File: config.mk
export PLATFORM = sky130hd
export DESIGN_NAME = icm_top
export DESIGN_NICKNAME = d
export VERILOG_FILES = /design/src/icm_pkg.sv /design/src/icm_thr_if.sv /design/src/icm_throttle.sv /design/src/icm_top.sv
export SDC_FILE = /design/constraint.sdc
export NUM_CORES = 1
export LEC_CHECK = 0
export BUFFER_PORTS_ARGS = -buffer_cell sky130_fd_sc_hd__buf_2
export CAP_MARGIN = 40
export CORE_MARGIN = 1.5
export CORE_UTILIZATION = 45
export CTS_BUF_LIST = sky130_fd_sc_hd__clkbuf_4
export CTS_CLUSTER_SIZE = 10
export DETAILED_ROUTE_END_ITERATION = 10
export GPL_ROUTABILITY_DRIVEN = 0
export PLACE_DENSITY_LB_ADDON = 0.05
export SLEW_MARGIN = 20
export SYNTH_ARGS = -nofsm -noshare
export SYNTH_HDL_FRONTEND = slang
export SYNTH_HIERARCHICAL = 1
export SYNTH_SLANG_ARGS = --single-unit
File: constraint.sdc
create_clock -name clk_i -period 11.3 [get_ports clk_i]
set_input_delay 2.26 -clock clk_i [delete_from_list [all_inputs] [get_ports clk_i]]
set_output_delay 2.26 -clock clk_i [all_outputs]
set_load 0.02 [all_outputs]
File: src/icm_pkg.sv
`default_nettype none
package icm_pkg;
    localparam int ICM_DW = 32;
    localparam int ICM_AW = 8;
    localparam int ICM_NVEC = 5;
    localparam int ICM_VW = 3;
    localparam int ICM_IVL_W = 16;
    localparam int ICM_CNT_W = 11;
    localparam int ICM_REG_STRIDE = 4;
    // ========================================
    // register offsets
    localparam logic [7:0] ICM_OFS_CAUSE = 8'h00;
    localparam logic [7:0] ICM_OFS_CSET = 8'h04;
    localparam logic [7:0] ICM_OFS_MSET = 8'h08;
    localparam logic [7:0] ICM_OFS_MCLR = 8'h0C;
    localparam logic [7:0] ICM_OFS_ACLR = 8'h10;
    localparam logic [7:0] ICM_OFS_AMSK = 8'h14;
    localparam logic [7:0] ICM_OFS_VMAP = 8'h18;
    localparam logic [7:0] ICM_OFS_ECTL = 8'h1C;
    localparam logic [7:0] ICM_OFS_VCNT = 8'h20;
    localparam logic [7:0] ICM_OFS_THR0 = 8'h24;
    // ========================================
    // cause bit layout
    localparam int ICM_QLO = 20;
    localparam int ICM_NQ = 5;
    localparam int ICM_OTHER = 24;
    localparam logic [31:0] ICM_NONQ_MASK = 32'h0000_0204;
    localparam logic [31:0] ICM_QRANGE_MASK = 32'h01F0_0000;
    // ========================================
    // mapping table and extended control
    localparam int ICM_MAP_W = 4;
    localparam int ICM_MAP_EN = 3;
    localparam int ICM_VMAP_W = 20;
    localparam logic [19:0] ICM_VMAP_RST = 20'hCBA98;
    localparam int ICM_ECTL_W = 4;
    localparam int ICM_ECTL_AMME = 2;
    localparam int ICM_ECTL_PBA = 3;
    localparam logic [31:0] ICM_RST_ZERO = 32'h0000_0000;
    // ========================================
    // throttle time base
    localparam int ICM_CLK_NS = 20;
    localparam int ICM_THR_UNIT_NS = 256;
    localparam int ICM_TICK_CYC = ICM_THR_UNIT_NS / ICM_CLK_NS;
    localparam logic [7:0] ICM_TICK_LAST = 8'(ICM_TICK_CYC - 1);
    typedef enum logic [1:0] {
        ICM_MODE_LEGACY = 2'b00,
        ICM_MODE_MSI = 2'b01,
        ICM_MODE_MSIX = 2'b10,
        ICM_MODE_RSVD = 2'b11
    } icm_mode_type;
endpackage : icm_pkg
`default_nettype wire

File: src/icm_thr_if.sv
`timescale 1ns/100ps
`default_nettype none
interface icm_thr_if;
    import icm_pkg::*;
    logic [ICM_IVL_W-1:0] interval;
    logic tick;
    logic grant;
    logic zero;
    modport ctrl (output interval, output tick, output grant, input zero);
    modport thr (input interval, input tick, input grant, output zero);
endinterface : icm_thr_if
`default_nettype wire

File: src/icm_throttle.sv
`timescale 1ns/100ps
`default_nettype none
module icm_throttle
    import icm_pkg::*;
(
    // clock and reset
    input wire logic clk_i,
    input wire logic rst_i,
    // control side
    icm_thr_if.thr thr
);
    logic [ICM_IVL_W-1:0] cnt_r;
    logic [ICM_IVL_W-1:0] cnt_nxt;

    // ========================================
    // reload on a message, count down on ticks, rest at zero
    assign cnt_nxt = thr.grant ? thr.interval :
                     (thr.tick && (cnt_r != '0)) ? cnt_r - 1'b1 : cnt_r;

    always_ff @(posedge clk_i or posedge rst_i)
    begin
        if (rst_i)
            cnt_r <= '0;
        else
            cnt_r <= cnt_nxt;
    end

    assign thr.zero = (cnt_r == '0);
endmodule : icm_throttle
`default_nettype wire

File: src/icm_top.sv
// Decided for this implementation: strobed register access and the placing of the registers.
`timescale 1ns/100ps
`default_nettype none
module icm_top
    import icm_pkg::*;
#(
    parameter int VCNT_W = ICM_CNT_W
)
(
    // clock and reset
    input wire logic clk_i,
    input wire logic rst_i,
    // register port
    input wire logic [ICM_AW-1:0] reg_addr_i,
    input wire logic [ICM_DW-1:0] reg_wdata_i,
    input wire logic reg_wr_i,
    input wire logic reg_rd_i,
    output logic [ICM_DW-1:0] reg_rdata_o,
    // cause events
    input wire logic [ICM_DW-1:0] cause_event_i,
    // nonvolatile memory load
    input wire logic nvm_load_i,
    input wire logic [VCNT_W-1:0] nvm_vec_count_i,
    // host signalling
    output logic intx_o,
    output logic msg_req_o,
    output logic [ICM_VW-1:0] msg_vector_o,
    output logic [VCNT_W-1:0] msix_table_size_o,
    output logic pending_array_support_o
);
    // ========================================
    // mapping lookup
    function automatic logic [ICM_NQ-1:0] vec_causes(input logic [ICM_VMAP_W-1:0] map,
                                                     input int unsigned vec);
        logic [ICM_NQ-1:0] sel;
        sel = '0;
        for (int e = 0; e < ICM_NQ; e++)
        begin
            if (map[e*ICM_MAP_W+ICM_MAP_EN] &&
                (map[e*ICM_MAP_W +: ICM_VW] == ICM_VW'(vec)))
                sel[e] = 1'b1;
        end
        return sel;
    endfunction : vec_causes

    function automatic logic [ICM_DW-1:0] qpos(input logic [ICM_NQ-1:0] q);
        return ICM_DW'({{(ICM_DW-ICM_NQ){1'b0}}, q} << ICM_QLO);
    endfunction : qpos

    // ========================================
    // registers
    logic [ICM_DW-1:0] cause_r;
    logic [ICM_DW-1:0] cause_nxt;
    logic [ICM_DW-1:0] mask_r;
    logic [ICM_DW-1:0] mask_nxt;
    logic [ICM_DW-1:0] aclr_r;
    logic [ICM_DW-1:0] amsk_r;
    logic [ICM_VMAP_W-1:0] vmap_r;
    logic [ICM_ECTL_W-1:0] ectl_r;
    logic [VCNT_W-1:0] vcnt_r;
    logic [ICM_IVL_W-1:0] ivl_r [ICM_NVEC];
    logic [7:0] tick_r;
    logic [ICM_DW-1:0] rdata_r;
    logic [ICM_DW-1:0] rdata_nxt;
    logic intx_r;
    logic msg_req_r;
    logic [ICM_VW-1:0] msg_vec_r;

    // ========================================
    // decode
    wire logic wr_cause = reg_wr_i && (reg_addr_i == ICM_OFS_CAUSE);
    wire logic wr_cset = reg_wr_i && (reg_addr_i == ICM_OFS_CSET);
    wire logic wr_mset = reg_wr_i && (reg_addr_i == ICM_OFS_MSET);
    wire logic wr_mclr = reg_wr_i && (reg_addr_i == ICM_OFS_MCLR);
    wire logic wr_aclr = reg_wr_i && (reg_addr_i == ICM_OFS_ACLR);
    wire logic wr_amsk = reg_wr_i && (reg_addr_i == ICM_OFS_AMSK);
    wire logic wr_vmap = reg_wr_i && (reg_addr_i == ICM_OFS_VMAP);
    wire logic wr_ectl = reg_wr_i && (reg_addr_i == ICM_OFS_ECTL);
    wire logic rd_cause = reg_rd_i && (reg_addr_i == ICM_OFS_CAUSE);
    wire icm_mode_type mode = icm_mode_type'(ectl_r[1:0]);
    wire logic is_msix = (mode == ICM_MODE_MSIX);
    wire logic is_msi = (mode == ICM_MODE_MSI);
    wire logic is_legacy = (mode == ICM_MODE_LEGACY);
    wire logic amask_mode = ectl_r[ICM_ECTL_AMME];
    wire logic tick = (tick_r == '0);

    // ========================================
    // cause events
    wire logic [ICM_DW-1:0] cset_bits = wr_cset ? reg_wdata_i : ICM_RST_ZERO;
    wire logic [ICM_DW-1:0] ev_raw = cause_event_i | cset_bits;
    wire logic other_ev = |(ev_raw & ICM_NONQ_MASK);
    wire logic [ICM_DW-1:0] ev_other = ICM_DW'({{(ICM_DW-1){1'b0}}, other_ev} << ICM_OTHER);
    wire logic [ICM_DW-1:0] ev_set = ev_raw | ev_other;
    wire logic [ICM_DW-1:0] active = cause_r & mask_r;

    // ========================================
    // vector pending, throttle and grant
    logic [ICM_NVEC-1:0] pend;
    logic [ICM_NVEC-1:0] zero_w;
    logic [ICM_NVEC-1:0] grant;
    logic [ICM_VW-1:0] grant_idx;
    logic [ICM_NQ-1:0] fired_q;
    icm_thr_if thr_if [ICM_NVEC] ();

    genvar gv;
    generate
        for (gv = 0; gv < ICM_NVEC; gv++)
        begin : g_vec
            localparam logic [7:0] THR_OFS = ICM_OFS_THR0 + 8'(ICM_REG_STRIDE * gv);
            wire logic [ICM_NQ-1:0] vq = vec_causes(vmap_r, gv);
            wire logic q_pend = |(active[ICM_QLO +: ICM_NQ] & vq);
            wire logic msi_pend = (gv == 0) && (|active);
            assign pend[gv] = is_msix ? q_pend : (is_msi && msi_pend);
            assign thr_if[gv].interval = ivl_r[gv];
            assign thr_if[gv].tick = tick;
            assign thr_if[gv].grant = grant[gv];
            assign zero_w[gv] = thr_if[gv].zero;

            always_ff @(posedge clk_i or posedge rst_i)
            begin
                if (rst_i)
                    ivl_r[gv] <= '0;
                else if (reg_wr_i && (reg_addr_i == THR_OFS))
                    ivl_r[gv] <= reg_wdata_i[ICM_IVL_W-1:0];
            end

            icm_throttle u_thr (
                .clk_i (clk_i),
                .rst_i (rst_i),
                .thr (thr_if[gv])
            );

        end
    endgenerate

    always_comb
    begin
        grant = '0;
        grant_idx = '0;
        fired_q = '0;
        for (int v = ICM_NVEC - 1; v >= 0; v--)
        begin
            if (pend[v] && zero_w[v])
            begin
                grant = '0;
                grant[v] = 1'b1;
                grant_idx = ICM_VW'(v);
                fired_q = vec_causes(vmap_r, v);
            end
        end
    end

    // ========================================
    // automatic clear and mask
    wire logic [ICM_DW-1:0] fired_pos = is_msix ? qpos(fired_q) : ICM_RST_ZERO;
    wire logic [ICM_DW-1:0] aclr_hit = fired_pos & aclr_r & ICM_QRANGE_MASK;
    wire logic [ICM_DW-1:0] amsk_hit = amask_mode ? (fired_pos & amsk_r) : ICM_RST_ZERO;
    wire logic [ICM_DW-1:0] amsk_set = (!is_msix && wr_cause) ? (reg_wdata_i & amsk_r)
                                                              : ICM_RST_ZERO;
    wire logic [ICM_DW-1:0] wclr = wr_cause ? reg_wdata_i : ICM_RST_ZERO;
    wire logic [ICM_DW-1:0] rclr = (rd_cause && !is_msix) ? ~ICM_RST_ZERO : ICM_RST_ZERO;
    wire logic [ICM_DW-1:0] mset = wr_mset ? reg_wdata_i : ICM_RST_ZERO;
    wire logic [ICM_DW-1:0] mclr = wr_mclr ? reg_wdata_i : ICM_RST_ZERO;

    // set wins over every clear
    assign cause_nxt = (cause_r & ~(wclr | rclr | aclr_hit)) | ev_set;
    assign mask_nxt = (mask_r & ~(mclr | aclr_hit | amsk_hit)) | mset | amsk_set;

    // ========================================
    // read mux
    always_comb
    begin
        rdata_nxt = ICM_RST_ZERO;
        case (reg_addr_i)
            ICM_OFS_CAUSE: rdata_nxt = cause_r;
            ICM_OFS_MSET: rdata_nxt = mask_r;
            ICM_OFS_ACLR: rdata_nxt = aclr_r;
            ICM_OFS_AMSK: rdata_nxt = amsk_r;
            ICM_OFS_VMAP: rdata_nxt = ICM_DW'(vmap_r);
            ICM_OFS_ECTL: rdata_nxt = ICM_DW'(ectl_r);
            ICM_OFS_VCNT: rdata_nxt = ICM_DW'(vcnt_r);
            default:
            begin
                for (int v = 0; v < ICM_NVEC; v++)
                begin
                    if (reg_addr_i == ICM_OFS_THR0 + 8'(ICM_REG_STRIDE * v))
                        rdata_nxt = ICM_DW'(ivl_r[v]);
                end
            end
        endcase
        if (!reg_rd_i)
            rdata_nxt = ICM_RST_ZERO;
    end

    // ========================================
    // state
    always_ff @(posedge clk_i or posedge rst_i)
    begin
        if (rst_i)
        begin
            cause_r <= ICM_RST_ZERO;
            mask_r <= ICM_RST_ZERO;
            aclr_r <= ICM_RST_ZERO;
            amsk_r <= ICM_RST_ZERO;
            vmap_r <= ICM_VMAP_RST;
            ectl_r <= '0;
            rdata_r <= ICM_RST_ZERO;
        end
        else
        begin
            cause_r <= cause_nxt;
            mask_r <= mask_nxt;
            rdata_r <= rdata_nxt;
            if (wr_aclr)
                aclr_r <= reg_wdata_i & ICM_QRANGE_MASK;
            if (wr_amsk)
                amsk_r <= reg_wdata_i;
            if (wr_vmap)
                vmap_r <= reg_wdata_i[ICM_VMAP_W-1:0];
            if (wr_ectl)
                ectl_r <= reg_wdata_i[ICM_ECTL_W-1:0];
        end
    end

    always_ff @(posedge clk_i or posedge rst_i)
    begin
        if (rst_i)
        begin
            vcnt_r <= '0;
            tick_r <= ICM_TICK_LAST;
            intx_r <= 1'b0;
            msg_req_r <= 1'b0;
            msg_vec_r <= '0;
        end
        else
        begin
            if (nvm_load_i)
                vcnt_r <= nvm_vec_count_i;
            tick_r <= tick ? ICM_TICK_LAST : tick_r - 1'b1;
            intx_r <= is_legacy && (|active);
            msg_req_r <= |grant;
            msg_vec_r <= grant_idx;
        end
    end

    assign reg_rdata_o = rdata_r;
    assign intx_o = intx_r;
    assign msg_req_o = msg_req_r;
    assign msg_vector_o = msg_vec_r;
    assign msix_table_size_o = vcnt_r;
    assign pending_array_support_o = ectl_r[ICM_ECTL_PBA];
endmodule : icm_top
`default_nettype wire

; ---- Word-level counts from Yosys, hierarchy flattened
; Cells that the tools add are included.
[totals]
ff_bits = 341
in_bits = 88
output_inout_bits = 49
[classes]
add_sub_neg = 6
eq_ne = 35
mux = 71
bitwise = 22
reduce_logical = 85
[op_table]
columns = op, n
row1 = $mux 32, 12
row2 = $pmux 32 s7, 1
row3 = $or 32x32->32, 6
row4 = $mux 16, 11
row5 = $and 32x32->32, 4
row6 = $or 32x25->32, 3
row7 = $logic_not 16->1, 5
row8 = $reduce_bool 16->1, 5
row9 = $sub 16x1->16 const B, 5
row10 = $not 32->32, 2
row11 = $logic_and 1x1->1, 53
row12 = $mux 5, 10
row13 = $eq 8x6->1 const B, 6
row14 = $and 25x32->32, 1
row15 = $eq 8x5->1 const B, 4
row16 = $reduce_or 32->1, 1
row17 = $eq 3x2->1 const B, 10
row18 = $mux 1, 30
row19 = $reduce_or 5->1, 6
row20 = $and 25x25->25, 1
row21 = $and 5x5->5, 5
row22 = $mux 25, 1
row23 = $eq 8x4->1 const B, 2
row24 = $logic_not 8->1, 2
row25 = 13 further kinds, 33

; ---- Longest topological paths before layout
[logic_depth]
word_depth = 20
depth_mapped = 13

; ---- Hierarchy
; The synthesis kept the hierarchy.
[modules_own_cells]
columns = module, n_inst, cells_each, area_each_um2, seq_area_each_um2
row1 = icm_top, 1, 1122, 12353.1, 6547.5
row2 = icm_throttle, 5, 124, 1079.8, 400.4

; ---- Least setup slack after synthesis
; Ideal clock, no wire load.
[synth_path]
path_type = input to register
start = input port reg_addr_i[1]
end = register ivl_r (netlist bit thr_if[3].interval[0])
setup_time_ps = 128
arrival_ps = 3659
setup_slack_ps = 7513
path_stages = 6
path_buffers = 1
cell_sequence = nor3_2 > nand2b_1 > nor2_1 > nand2_2 > buf_2 > mux2_1
[synth_via]
elab_chain_len = 2
[synth_lines]
columns = item, line
row1 = start: declaration, icm_top.sv:14  ; input wire logic [ICM_AW-1:0] reg_addr_i,
row2 = $eq 8x6->1, icm_top.sv:123  ; else if (reg_wr_i && (reg_addr_i == THR_OFS))
row3 = $logic_and 1x1->1, icm_top.sv:123
row4 = end signal: indexed assignment, icm_top.sv:124  ; ivl_r[gv] <= reg_wdata_i[ICM_IVL_W-1:0];
row5 = end: declaration, icm_top.sv:61  ; logic [ICM_IVL_W-1:0] ivl_r [ICM_NVEC];
; No other way between the ends.
; A chain may end at the register's enable or synchronous reset.

; ---- Worst setup path in the final report
[layout_path]
start = register g_vec[0].u_thr.cnt_r[0]
end = register g_vec[1].u_thr.cnt_r[7]
[layout_via]
elab_chain_len = 4
[layout_lines]
columns = item, line
row1 = start: declaration, icm_throttle.sv:12  ; logic [ICM_IVL_W-1:0] cnt_r;
row2 = start signal: assignment, icm_throttle.sv:25  ; cnt_r <= cnt_nxt;
row3 = $logic_not 16->1 (*), icm_throttle.sv:28  ; assign thr.zero = (cnt_r == '0);
row4 = via thr_if[0].zero, icm_thr_if.sv:8  ; logic zero;
row5 = $logic_and 1x1->1 (*), icm_top.sv:143  ; if (pend[v] && zero_w[v])
row6 = $mux 5 (*), icm_top.sv:143
row7 = via grant[1], icm_top.sv:100  ; logic [ICM_NVEC-1:0] grant;
row8 = $mux 16 or $reduce_bool 2->1 (tied branches), n/a
row9 = end signal: assignment, icm_throttle.sv:25
row10 = end: declaration, icm_throttle.sv:12
; Mark *: on every way through the listed nets, which the timed path passes. The rest lies on a longest branch.

==> reports/metrics.yaml <==
cts:
  root_buffer: "clkbuf_4"
  cts.hold.buffers_added: 0
  post-cts-setup-buffers: 0
  path_clk_slew_ns: 0.07
  cts_sinks: 341
  cts_buffers: 96
  cts_resized: 0
  cts_tree: "done"
  cts_buffer_depth: 3
  clock_latency_ns: 0.82
  cts_htree_levels: 3
grt:
  grt_antenna_before_repair: 2
  grt_max_degree: 92
  overflow: 0
  grt_use_met1_pct: 43.06
  grt_pass1_wl_microns: 94700
  met3_usage_pct: 4.924
  grt.met2_usage_pct: 47.11
  top_usage_layer: "met2"
  grt_pass1_vias: 15310
  grtUsageTotal_pct: 30.49
worst_hold_path:
  hold_depth: 1
  hold_class: "reg -> reg"
critical_path:
  crit_chain: "inv_1 > ha_1 > or3b_2 > nor4_2 > buf_4 > o31ai_4 > o22ai_4 > buf_4 > nor2_1 > buf_4 > inv_1 > o311ai_0 > o311ai_0"
  worstPathRequired_ns: 11.96
  ff2ff_path_depth: 13
  path_max_fanout: 37
  max_stage_delay_ns: 0.54
  critPathLaunchType: "flip-flop"
  crit_slowest_cell: "or3b_2"
  path_common_cell: "buf_4"
  cp-end-kind: "flip-flop"
  crit_arrival_ns: 4.42
  critPathKind: "reg -> reg"
logic_synthesis:
  synthCells: 1742
  synth-seq-cells: 341
  synth_edf_count: 0
  syn_area_per_cell_sq_um: 10.19
  ys_types: 74
  synth-main-ff-cell: "dfrtp_1"
  ys_seq_area_share_pct: 48.16
  synth.yosys.warnings: 6
  synth_area_sq_um: 17750
  ys_async_sr_fraction_pct: 100.0
  synthesis.nets: 1837
placed_design:
  place_area_sq_um: 19020
  dpl.hpwl_microns: 43190
  portBuffers: 136
route:
  antenna_left: 0
  routed_wl_microns: 61240
  dr.first_iter.drc_count: 1418
  num_vias: 15567
  drc: 0
  first_pass_iters: 8
  vias_per_cell: 6.197
  wire_per_inst_microns: 24.38
timing:
  final-hold-violation-count: 0
  finalMaxSlewViolations: 0
  fmax_ghz: 0.2662
  finClkSkew_ns: 0.07635
  finalSetupViolations: 0
  rsz0062_at_grt: "no"
  worst_pin_slew_ns: 0.8617
  period_share_pct: 33.25
  fin_crit_ns: 3.757
  tns_ns: 0
  relSlewSlack_pct: 42.37
power:
  powerDensity_nw_per_um2: 165.5
  leakagePower_nw: 9.249
  peakVddDrop_mv: 0.07989
final_layout:
  final_design_area_no_fill_sq_um: 20310
  drive_gt1_share_pct: 26.39
  final_cell_mix: "dfrtp_1, nand2_1, clkbuf_4"
  final_common_cell: "dfrtp_1"
  nets: 2013
  syn2layout_area_growth_pct: 14.41
die:
  io_pins: 137
  fp.dieW_microns: 201.6
  fp-row-count: 72
  die_h_microns: 201.6
  dieArea_sq_um: 40650
  coreArea_sq_um: 38830
  start_util_pct: 45.72
outcome:
  run_status: "completed"
job:
  cap_violations: 0
-- Yosys cell counts (35+ instances only) --
| master | n | area, sq um |
|---|---|---|
| nand3_1 | 76 | 380.4 |
| clkbuf_1 | 72 | 270.3 |
| a22o_1 | 54 | 473.0 |
| inv_1 | 48 | 180.2 |
| nor2_1 | 91 | 341.6 |
| nand2_1 | 260 | 975.9 |
| a22oi_1 | 48 | 360.4 |
| a31oi_1 | 35 | 219.0 |
| mux2_2 | 110 | 1239 |
| a21oi_1 | 69 | 345.3 |
| mux2_1 | 42 | 473.0 |
| dfrtp_1 | 328 | 8208 |
-- metal layers --
layer,routed length [microns],part of all wire (%)
met4,1909,3.1
met3,4135,6.8
met1,27320,45
met5,0,0
met2,27870,46
-- cells by family (layout without fill, tap and decap cells) --
kind of cell               count (synthesis)  after routing  share of synthesized area (%)
AOI/OAI and AO/OA                        399            399                          17.50
xor gates and xnor gates                  14             14                         0.6907
adders and majority gates                  7              7                         0.4934
buffers and inverters                    144            395                          3.362
DFF                                      341            341                          48.16
muxes                                    157            157                          9.924
other                                      0              1                              0
and+or+nand+nor                          680            680                          19.87
-- power breakdown --
group / switching, mW / internal (mW)
combinational: 0.431 / 0.289
clock: 0.545 / 0.613
sequential: 0.145 / 1.34
-- worst max-delay path: cells and delay by family (launching register included) --
family,cells,cell delay [ns]
buffers and inverters,5,1.33
adder cells (fa/ha/maj),1,0.23
AND/OR/NAND/NOR,3,0.97
AO/OA/AOI/OAI,4,0.67
flip-flops,1,0.39
-- registers in the layout, summed over array words and instances (netlist names), 11 cells and up --
register,count
amsk_r,32
cause_r,32
g_vec.u_thr/cnt_r,80
mask_r,32
msix_table_size_o,11
reg_rdata_o,32
thr_if.interval,80
vmap_r,20
-- worst paths after layout --
kind                                               from                 endpoint  slack, ns
worst max-delay path            g_vec[0].u_thr/cnt_r[0]  g_vec[1].u_thr/cnt_r[7]       7.54
worst min-delay path                          tick_r[0]                tick_r[0]       0.47
worst max register to register  g_vec[0].u_thr/cnt_r[0]  g_vec[1].u_thr/cnt_r[7]       7.54
worst min register to register                tick_r[0]                tick_r[0]       0.47
max in group asynchronous                         rst_i   thr_if[4].interval[12]       8.22
min in group asynchronous                         rst_i    msix_table_size_o[10]       1.55
-- cell type report --
class	instances	area, sq um
multi-input combinational	1257	8640
fill	3610	18520
inverter	48	187.7
clock buffer	147	1104
antenna	1	2.502
tap	518	648.1
sequential	341	8549
clock inverter	26	133.9
timing repair buffer	174	1045
-- stage by stage --
stage / setup slack (ns) / utilization [%] / std cells / total power, mW / hold slack (ns)
2_1_floorplan: 1.878 / - / 1742 / 2.004 / 0.4414
4_1_cts: 7.467 / 52.17 / 2508 / 3.377 / 0.4763
5_1_grt: 7.199 / 52.31 / 2512 / 3.560 / 0.4834
3_5_place_dp: 6.790 / 48.98 / 2335 / 2.210 / 0.4593
3_3_place_gp: 6.831 / 48.74 / 2329 / 2.194 / 0.4520
6_report: 7.543 / 52.31 / 2512 / 3.361 / 0.4726
Power figures use the tool's default switching activity.
